[config.mk]
export PLATFORM = sky130hd
export DESIGN_NAME = reset_option_loader
export DESIGN_NICKNAME = d
export VERILOG_FILES = /design/src/inc/option_loader_pkg.sv /design/src/verilog/option_bit_streamer.sv /design/src/verilog/reset_option_loader.sv
export SDC_FILE = /design/constraint.sdc
export NUM_CORES = 1
export LEC_CHECK = 0
export BUFFER_PORTS_ARGS = -buffer_cell sky130_fd_sc_hd__buf_2
export CAP_MARGIN = 20
export CORE_ASPECT_RATIO = 1.2
export CORE_MARGIN = 3
export CORE_UTILIZATION = 29
export CTS_BUF_LIST = sky130_fd_sc_hd__clkbuf_2
export CTS_CLUSTER_DIAMETER = 200
export DETAILED_ROUTE_END_ITERATION = 8
export HOLD_SLACK_MARGIN = 0.12
export PLACE_DENSITY_LB_ADDON = 0.15
export SYNTH_ARGS = -nofsm -noshare
export SYNTH_HDL_FRONTEND = slang
export SYNTH_HIERARCHICAL = 1
export SYNTH_SLANG_ARGS = --single-unit
[constraint.sdc]
create_clock -name aclk -period 4.38 [get_ports aclk]
set_input_delay 0.219 -clock aclk [delete_from_list [all_inputs] [get_ports aclk]]
set_output_delay 0.219 -clock aclk [all_outputs]
set_load 0.05 [all_outputs]
[src/inc/option_loader_pkg.sv]
// shared constants and types for the reset-time option loader
package option_loader_pkg;
    // nonvolatile option area geometry
    localparam int OPT_BYTES = 32;
    localparam int OPT_BITS = OPT_BYTES * 8;
    localparam int BYTE_W = 8;
    localparam int ADDR_W = 8;

    // positions of option fields inside the loaded image
    localparam int POS_PULL_UP = 0;
    localparam int POS_PULL_DOWN = 16;
    localparam int POS_CAP_IN = 32;
    localparam int POS_CAP_OUT = 34;
    localparam int POS_HARDLOCK = 36;
    localparam int POS_CLK_OUT_PIN = 37;
    localparam int POS_MON_RESET = 38;
    localparam int PORT_LINES = 16;
    localparam int CAP_W = 2;

    // register byte addresses
    localparam logic [ADDR_W-1:0] REG_STATUS = 8'h00;
    localparam logic [ADDR_W-1:0] REG_CONTROL = 8'h04;
    localparam logic [ADDR_W-1:0] REG_OPT_LO = 8'h08;
    localparam logic [ADDR_W-1:0] REG_OPT_HI = 8'h0C;
    localparam int CTRL_RELOAD = 0;

    localparam logic [1:0] RESP_OKAY = 2'h0;
    localparam logic [1:0] RESP_SLVERR = 2'h2;

    // loader states, gray along clear -> load -> done
    typedef enum logic [1:0] {
        LD_CLEAR = 2'h0,
        LD_LOAD = 2'h1,
        LD_DONE = 2'h3
    } load_state_t;

    // streamer states
    typedef enum logic [1:0] {
        ST_IDLE = 2'h0,
        ST_REQ = 2'h1,
        ST_SHIFT = 2'h3
    } stream_state_t;

    // decoded options as applied to the chip
    typedef struct packed {
        logic [PORT_LINES-1:0] pull_up;
        logic [PORT_LINES-1:0] pull_down;
        logic [CAP_W-1:0] cap_in;
        logic [CAP_W-1:0] cap_out;
        logic watchdog_hardlock;
        logic ext_clk_from_output_pin;
        logic monitor_reset_en;
    } options_t;
endpackage : option_loader_pkg

[src/verilog/option_bit_streamer.sv]
// fetches the option area byte by byte and hands it on one bit per cycle
`timescale 1ns/1ps
module option_bit_streamer #(
    parameter int NBYTES = option_loader_pkg::OPT_BYTES
) (
    input wire logic aclk,
    input wire logic aresetn,
    input wire logic start,
    output logic [$clog2(NBYTES)-1:0] nvm_addr,
    output logic nvm_rd,
    input wire logic nvm_ack,
    input wire logic [option_loader_pkg::BYTE_W-1:0] nvm_data,
    output logic bit_valid,
    output logic bit_value,
    output logic last_bit
);
    localparam int AW = $clog2(NBYTES);
    localparam int BW = option_loader_pkg::BYTE_W;

    if (NBYTES < 2 || (NBYTES & (NBYTES - 1)) != 0) begin : g_bad_nbytes
        $error("NBYTES must be a power of two, at least 2");
    end

    option_loader_pkg::stream_state_t state_q, state_d;
    logic [AW-1:0] addr_q, addr_d;
    logic [BW-1:0] byte_q, byte_d;
    logic [$clog2(BW)-1:0] bit_q, bit_d;
    logic rd_q, rd_d;

    // next state; a start restarts from byte zero whatever is under way
    always_comb begin
        state_d = state_q;
        addr_d = addr_q;
        byte_d = byte_q;
        bit_d = bit_q;
        rd_d = rd_q;
        case (state_q)
            option_loader_pkg::ST_IDLE: begin
                rd_d = 1'b0;
            end
            option_loader_pkg::ST_REQ: begin
                // hold the read until the memory answers
                if (nvm_ack) begin
                    rd_d = 1'b0;
                    byte_d = nvm_data;
                    bit_d = '0;
                    state_d = option_loader_pkg::ST_SHIFT;
                end
            end
            option_loader_pkg::ST_SHIFT: begin
                byte_d = byte_q >> 1;
                bit_d = bit_q + 1'b1;
                if (&bit_q) begin
                    if (&addr_q) begin
                        state_d = option_loader_pkg::ST_IDLE;
                    end else begin
                        addr_d = addr_q + 1'b1;
                        rd_d = 1'b1;
                        state_d = option_loader_pkg::ST_REQ;
                    end
                end
            end
            default: begin
                state_d = option_loader_pkg::ST_IDLE;
                rd_d = 1'b0;
            end
        endcase
        if (start) begin
            addr_d = '0;
            rd_d = 1'b1;
            state_d = option_loader_pkg::ST_REQ;
        end
    end

    always_ff @(posedge aclk) begin
        if (!aresetn) begin
            state_q <= option_loader_pkg::ST_IDLE;
            addr_q <= '0;
            byte_q <= '0;
            bit_q <= '0;
            rd_q <= 1'b0;
        end else begin
            state_q <= state_d;
            addr_q <= addr_d;
            byte_q <= byte_d;
            bit_q <= bit_d;
            rd_q <= rd_d;
        end
    end

    // lsb of each byte first; shifting is purely serial (see [RL5])
    assign nvm_addr = addr_q;
    assign nvm_rd = rd_q;
    assign bit_valid = (state_q == option_loader_pkg::ST_SHIFT) && !start;
    assign bit_value = byte_q[0];
    assign last_bit = bit_valid && (&bit_q) && (&addr_q);
endmodule : option_bit_streamer

[src/verilog/reset_option_loader.sv]
// reset-time loader of hardware options from the nonvolatile option area
//
// Function
// [RL1] options come only from a separate 32-byte nonvolatile area, not program space.
// [RL2] one loaded bit turns on the watchdog hardlock so software cannot disable it.
// [RL3] one loaded bit takes the external clock from the oscillator output pin.
// [RL4] one loaded bit lets the external clock monitor reset the system; clear, it cannot.
// [RL5] reset launches a serial transfer of the stored bits into the shift register.
// [RL6] every power-on and brown-out reset first clears then fully reloads the register.
// [RL7] during reset all port lines are inputs with output drivers off.
// [RL8] port pull resistors stay off until the download has fully completed.
// [RL9] download-complete rises only after the last bit, and holds the core in reset till then.
//
// Our own choices: the AXI4-Lite register port and the address map.
`timescale 1ns/1ps
module reset_option_loader #(
    parameter int NBYTES = option_loader_pkg::OPT_BYTES
) (
    input wire logic aclk,
    input wire logic aresetn,
    // reset requests from the supply supervisor, plus the external clock failure flag
    input wire logic por_event,
    input wire logic bor_event,
    input wire logic ext_clock_fail,
    // option memory read port
    output logic [$clog2(NBYTES)-1:0] nvm_addr,
    output logic nvm_rd,
    input wire logic nvm_ack,
    input wire logic [option_loader_pkg::BYTE_W-1:0] nvm_data,
    // applied options
    output option_loader_pkg::options_t options,
    output logic port_drive_allow,
    output logic core_reset_n,
    output logic download_done,
    output logic ext_clock_reset,
    // axi4-lite slave
    input wire logic [option_loader_pkg::ADDR_W-1:0] s_axi_awaddr,
    input wire logic s_axi_awvalid,
    output logic s_axi_awready,
    input wire logic [31:0] s_axi_wdata,
    input wire logic [3:0] s_axi_wstrb,
    input wire logic s_axi_wvalid,
    output logic s_axi_wready,
    output logic [1:0] s_axi_bresp,
    output logic s_axi_bvalid,
    input wire logic s_axi_bready,
    input wire logic [option_loader_pkg::ADDR_W-1:0] s_axi_araddr,
    input wire logic s_axi_arvalid,
    output logic s_axi_arready,
    output logic [31:0] s_axi_rdata,
    output logic [1:0] s_axi_rresp,
    output logic s_axi_rvalid,
    input wire logic s_axi_rready
);
    localparam int NBITS = NBYTES * option_loader_pkg::BYTE_W;
    localparam int AW = option_loader_pkg::ADDR_W;

    if (NBITS < option_loader_pkg::POS_MON_RESET + 1 || NBITS < 64) begin : g_bad_nbytes
        $error("option area too small for the decoded fields");
    end

    // word-aligned decode, shared by read and write paths
    function automatic logic is_mapped(input logic [AW-1:0] a);
        return (a == option_loader_pkg::REG_STATUS) || (a == option_loader_pkg::REG_CONTROL)
            || (a == option_loader_pkg::REG_OPT_LO) || (a == option_loader_pkg::REG_OPT_HI);
    endfunction : is_mapped

    option_loader_pkg::load_state_t state_q, state_d;
    logic [NBITS-1:0] cfg_q, cfg_d;
    option_loader_pkg::options_t opt_q, opt_d;
    logic drive_q, drive_d;
    logic core_rst_n_q, core_rst_n_d;
    logic done_q, done_d;
    logic mon_rst_q, mon_rst_d;
    logic start;
    logic bit_valid;
    logic bit_value;
    logic last_bit;
    logic soft_reload_q, soft_reload_d;
    logic reload_req;

    // power-on, brown-out or software request all restart the download
    assign reload_req = por_event || bor_event || soft_reload_q;

    // serial source of the option image (see [RL1])
    option_bit_streamer #(
        .NBYTES(NBYTES)
    ) u_streamer (
        .aclk(aclk),
        .aresetn(aresetn),
        .start(start),
        .nvm_addr(nvm_addr),
        .nvm_rd(nvm_rd),
        .nvm_ack(nvm_ack),
        .nvm_data(nvm_data),
        .bit_valid(bit_valid),
        .bit_value(bit_value),
        .last_bit(last_bit)
    );

    // start fires in the clear state, from the same edge that wipes the register
    assign start = (state_q == option_loader_pkg::LD_CLEAR);

    // loader sequence and option application
    always_comb begin
        state_d = state_q;
        cfg_d = cfg_q;
        opt_d = opt_q;
        drive_d = drive_q;
        core_rst_n_d = core_rst_n_q;
        done_d = done_q;
        case (state_q)
            option_loader_pkg::LD_CLEAR: begin
                state_d = option_loader_pkg::LD_LOAD; // see [RL5]
            end
            option_loader_pkg::LD_LOAD: begin
                if (bit_valid) begin
                    cfg_d = {bit_value, cfg_q[NBITS-1:1]}; // see [RL5]
                end
                if (last_bit) begin
                    // options only go live once the final bit is in
                    state_d = option_loader_pkg::LD_DONE;
                    opt_d.pull_up = cfg_d[option_loader_pkg::POS_PULL_UP +: 16]; // see [RL8]
                    opt_d.pull_down = cfg_d[option_loader_pkg::POS_PULL_DOWN +: 16]; // see [RL8]
                    opt_d.cap_in = cfg_d[option_loader_pkg::POS_CAP_IN +: 2];
                    opt_d.cap_out = cfg_d[option_loader_pkg::POS_CAP_OUT +: 2];
                    opt_d.watchdog_hardlock = cfg_d[option_loader_pkg::POS_HARDLOCK]; // see [RL2]
                    opt_d.ext_clk_from_output_pin =
                        cfg_d[option_loader_pkg::POS_CLK_OUT_PIN]; // see [RL3]
                    opt_d.monitor_reset_en = cfg_d[option_loader_pkg::POS_MON_RESET]; // see [RL4]
                    drive_d = 1'b1;
                    core_rst_n_d = 1'b1; // see [RL9]
                    done_d = 1'b1; // see [RL9]
                end
            end
            option_loader_pkg::LD_DONE: begin
                state_d = option_loader_pkg::LD_DONE;
            end
            default: begin
                state_d = option_loader_pkg::LD_CLEAR;
            end
        endcase
        // a new reset request wins over everything: wipe and reload
        if (reload_req) begin
            state_d = option_loader_pkg::LD_CLEAR;
            cfg_d = '0; // see [RL6]
            opt_d = '0; // see [RL8]
            drive_d = 1'b0; // see [RL7]
            core_rst_n_d = 1'b0; // see [RL9]
            done_d = 1'b0;
        end
    end

    always_ff @(posedge aclk) begin
        if (!aresetn) begin
            state_q <= option_loader_pkg::LD_CLEAR;
            cfg_q <= '0; // see [RL6]
            opt_q <= '0;
            drive_q <= 1'b0; // see [RL7]
            core_rst_n_q <= 1'b0;
            done_q <= 1'b0;
        end else begin
            state_q <= state_d;
            cfg_q <= cfg_d;
            opt_q <= opt_d;
            drive_q <= drive_d;
            core_rst_n_q <= core_rst_n_d;
            done_q <= done_d;
        end
    end

    // monitor reset only with the option set and options live
    always_comb begin
        mon_rst_d = ext_clock_fail && opt_q.monitor_reset_en && done_q; // see [RL4]
    end

    always_ff @(posedge aclk) begin
        if (!aresetn) begin
            mon_rst_q <= 1'b0;
        end else begin
            mon_rst_q <= mon_rst_d;
        end
    end

    // axi4-lite slave state
    logic awready_q, awready_d;
    logic wready_q, wready_d;
    logic bvalid_q, bvalid_d;
    logic [1:0] bresp_q, bresp_d;
    logic [AW-1:0] awaddr_q, awaddr_d;
    logic [31:0] wdata_q, wdata_d;
    logic wlane0_q, wlane0_d;
    logic arready_q, arready_d;
    logic rvalid_q, rvalid_d;
    logic [1:0] rresp_q, rresp_d;
    logic [31:0] rdata_q, rdata_d;

    // address and data taken in either order; answer once both are held
    always_comb begin
        awready_d = awready_q;
        wready_d = wready_q;
        bvalid_d = bvalid_q;
        bresp_d = bresp_q;
        awaddr_d = awaddr_q;
        wdata_d = wdata_q;
        wlane0_d = wlane0_q;
        arready_d = arready_q;
        rvalid_d = rvalid_q;
        rresp_d = rresp_q;
        rdata_d = rdata_q;
        soft_reload_d = 1'b0;
        if (s_axi_awvalid && awready_q) begin
            awready_d = 1'b0;
            awaddr_d = s_axi_awaddr;
        end
        if (s_axi_wvalid && wready_q) begin
            wready_d = 1'b0;
            wdata_d = s_axi_wdata;
            wlane0_d = s_axi_wstrb[0];
        end
        if (!awready_q && !wready_q && !bvalid_q) begin
            bvalid_d = 1'b1;
            bresp_d = is_mapped(awaddr_q) ? option_loader_pkg::RESP_OKAY
                                          : option_loader_pkg::RESP_SLVERR;
            // only the control word has a write effect
            if (awaddr_q == option_loader_pkg::REG_CONTROL && wlane0_q) begin
                soft_reload_d = wdata_q[option_loader_pkg::CTRL_RELOAD];
            end
        end
        if (bvalid_q && s_axi_bready) begin
            bvalid_d = 1'b0;
            awready_d = 1'b1;
            wready_d = 1'b1;
        end
        if (s_axi_arvalid && arready_q) begin
            arready_d = 1'b0;
            rvalid_d = 1'b1;
            rresp_d = is_mapped(s_axi_araddr) ? option_loader_pkg::RESP_OKAY
                                              : option_loader_pkg::RESP_SLVERR;
            case (s_axi_araddr)
                option_loader_pkg::REG_STATUS: rdata_d = {28'h0000000, state_q, done_q, drive_q};
                option_loader_pkg::REG_OPT_LO: rdata_d = cfg_q[31:0];
                option_loader_pkg::REG_OPT_HI: rdata_d = cfg_q[63:32];
                default: rdata_d = 32'h00000000;
            endcase
        end
        if (rvalid_q && s_axi_rready) begin
            rvalid_d = 1'b0;
            arready_d = 1'b1;
        end
    end

    always_ff @(posedge aclk) begin
        if (!aresetn) begin
            awready_q <= 1'b1;
            wready_q <= 1'b1;
            bvalid_q <= 1'b0;
            bresp_q <= option_loader_pkg::RESP_OKAY;
            awaddr_q <= '0;
            wdata_q <= 32'h00000000;
            wlane0_q <= 1'b0;
            arready_q <= 1'b1;
            rvalid_q <= 1'b0;
            rresp_q <= option_loader_pkg::RESP_OKAY;
            rdata_q <= 32'h00000000;
            soft_reload_q <= 1'b0;
        end else begin
            awready_q <= awready_d;
            wready_q <= wready_d;
            bvalid_q <= bvalid_d;
            bresp_q <= bresp_d;
            awaddr_q <= awaddr_d;
            wdata_q <= wdata_d;
            wlane0_q <= wlane0_d;
            arready_q <= arready_d;
            rvalid_q <= rvalid_d;
            rresp_q <= rresp_d;
            rdata_q <= rdata_d;
            soft_reload_q <= soft_reload_d;
        end
    end

    // all outputs straight from flops
    assign options = opt_q;
    assign port_drive_allow = drive_q; // see [RL7]
    assign core_reset_n = core_rst_n_q; // see [RL9]
    assign download_done = done_q;
    assign ext_clock_reset = mon_rst_q;
    assign s_axi_awready = awready_q;
    assign s_axi_wready = wready_q;
    assign s_axi_bvalid = bvalid_q;
    assign s_axi_bresp = bresp_q;
    assign s_axi_arready = arready_q;
    assign s_axi_rvalid = rvalid_q;
    assign s_axi_rresp = rresp_q;
    assign s_axi_rdata = rdata_q;
endmodule : reset_option_loader

==> metrics <==
synth top area cells=dfxtp_1, nand2_1, a21oi_2; CTS max path bufs=3; setup tns final=0 ns; Peak VDD IR=0.144 mV; largest fanout on the critical path=164; root buffer cell=clkbuf_2; final worst slack=1.34 ns; Post-synth top flop=dfxtp_1; crit path DAT=3.90 ns; Routed WL per cell=13.5 um; clock latency on the worst-skew pair=0.96 ns; Slew @ Worst Pin=0.944 ns; GRT Total Usage=12.9%; RD Place Congestion=0.734; post-CTS resize count=0; asr flop ratio synth=0%; Leakage=5.70 nW; Syn. warnings=6; flop and latch count out of synthesis=368; crit path capture type=flop; relative slew slack=37.1%; remaining global-route overflow=0; Final Hold Violating Endpoints=0; drt total wl=34.4 mm; Final min period=3.04 ns; Mean Syn Cell Area=8.89 um^2; HPWL after DPL=19.0 mm; area grow syn2layout=18.9%; Hold WC Path Type=input port to flop; Synth top area share=50.7%; status=finished clean; core area=49,300 um^2; Setup Skew=0.0816 ns; pwr dens=344 nW/um^2; Setup crit start kind=flop; Nets=1,915; EDFF count, synth=0; Initial Util=29.5%; clock-pin transition on the worst setup and hold timing paths=0.10 ns; share of layout cells above drive strength 1=26.2%; largest net degree at the start of global routing=165; initial antenna violation count=2; Tot Pwr=5.94 mW; clock sinks=368; fill count=5,177; Max Freq=329 MHz; pre-CTS worst setup slack=1.61 ns; CTS tree=yes; via count=11,555; Worst Path Required=5.24 ns; DRC=0; RSZ-0062 raised after global routing=false; vias in the first global route=11,286; io pins=161; Tcrit/Tclk final=69.3%; CP Class=flop to flop; Mapped Area=14,500 um^2; via/cell ratio=4.54; TritonCTS buffer count=94; Clock H-tree levels=3; first-pass GRT wire length=57.2 mm; Final Max Slew Viols=0; Pre-antenna DRT Iters=4; max_cap viols=0; total die area=52,800 um^2; area leader, netlist=dfxtp_1; Cell variety after synth=50; Cell Rows=89; # setup viols final=0; die height=251 um; sequential-to-total area share from yosys stat=50.7%; Syn Inst Count=1,634; IO Port Bufs=124; die width=210 um; drt initial violations=536; count leader, synth=nand2_1; commonest cells in the netlist=nand2_1, dfxtp_1, a21oi_2, a21oi_1, mux2i_1; remaining antenna violation count=0
## cell usage in the layout (no fill, tap or decap), types with 2 or more instances in the layout
master         count
a211oi_1          40
a21boi_0          11
a21oi_1           74
a21oi_2          203
a22oi_1            2
a32oi_1            2
and2_1             2
and3_1             5
buf_12             8
buf_16             2
buf_2            124
buf_4              4
bufinv_16          2
clkbuf_2         139
clkinv_1          18
conb_1             2
dfxtp_1          368
diode_2            4
dlygate4sd3_1     99
ha_1               4
inv_1              7
mux2_2             5
mux2i_1           74
nand2_1          561
nand2b_1           2
nand3_1           16
nand3b_1           4
nand4_1            2
nor2_1            49
nor3_1             2
o21ai_0           40
o21ai_1            6
o31ai_1            4
## layout make-up
type | count | area [um^2] | area share, %
well taps | 637 | 797 | 4.61
clock buffers | 139 | 696 | 4.03
flip-flops and latches | 368 | 7370 | 42.6
repair buffers | 237 | 1860 | 10.7
diodes | 4 | 10.0 | 0.0579
multi-input cells | 1132 | 6390 | 37.0
inverters | 7 | 26.3 | 0.152
clock inverters | 22 | 136 | 0.789
## timing repair
action,CTS,global route
setup endpoints to repair,0,0
buffers inserted,0,0
hold buffers,100,0
endpoints found under the hold margin,110,0
## worst max-delay path, stage by stage, from the launching register on
cell           delay (ns)
dfxtp_1              0.59
nand2_4              0.23
nor2_4               0.17
buf_4                0.60
nand3b_1             0.25
buf_12               0.29
nand2_1              0.17
a21oi_2              0.06
dlygate4sd3_1        0.55
## through the flow
stage               util (%)  instance area, um^2  hold slack (ns)  instances
finish                  35.0                17300            0.307       2546
global route            35.0                17300            0.237       2545
CTS                     35.0                17200            0.156       2541
detailed placement      31.2                15400            0.441       2280
global placement        31.2                15400            0.436       2280
floorplan                  -                14500            0.319       1635
## power by group
| part | total, mW | internal (mW) | leakage [nW] | switching, mW |
|---|---|---|---|---|
| combinational | 0.245 | 0.108 | 2.09 | 0.138 |
| clock | 2.32 | 0.951 | 0.642 | 1.37 |
| sequential | 3.38 | 3.36 | 2.97 | 0.0158 |
## metal layers
| layer | track usage (%) | up-vias | routed length, um | share of wire, % |
|---|---|---|---|---|
| met4 | 5.43 | 0 | 893 | 2.6 |
| met3 | 3.47 | 59 | 1500 | 4.4 |
| met1 | 16.0 | 5424 | 15900 | 46 |
| li1 | - | 5894 | - | - |
| met2 | 21.1 | 178 | 16100 | 47 |
| met5 | 0 | - | 0 | 0 |
## cell families after synthesis
family,synth area share (%)
mux,5.48
compound gates,20.0
other cells,0.0258
simple gates,17.9
flops,50.7
buf+inv,5.56
fa+ha+maj,0.344
## registers in the layout, summed over array words and instances, names as in the netlist, 2 cells and up
signal / flops
awaddr_q: 8
cfg_q: 256
options: 39
s_axi_rdata: 32
state_q: 2
u_streamer/bit_q: 3
u_streamer/byte_q: 8
u_streamer/nvm_addr: 5
u_streamer/state_q: 2
## final timing paths
kind / startpoint / end / slack (ns) / cells after the start
setup / recovery: u_streamer/state_q[1] / cfg_q[1] / 1.34 / 8
hold / removal: s_axi_arvalid / s_axi_rresp[1] / 0.31 / 4
setup reg to reg: u_streamer/state_q[1] / cfg_q[1] / 1.34 / 8
hold reg to reg: cfg_q[253] / cfg_q[252] / 0.42 / 2
Power figures use the tool's default switching activity.
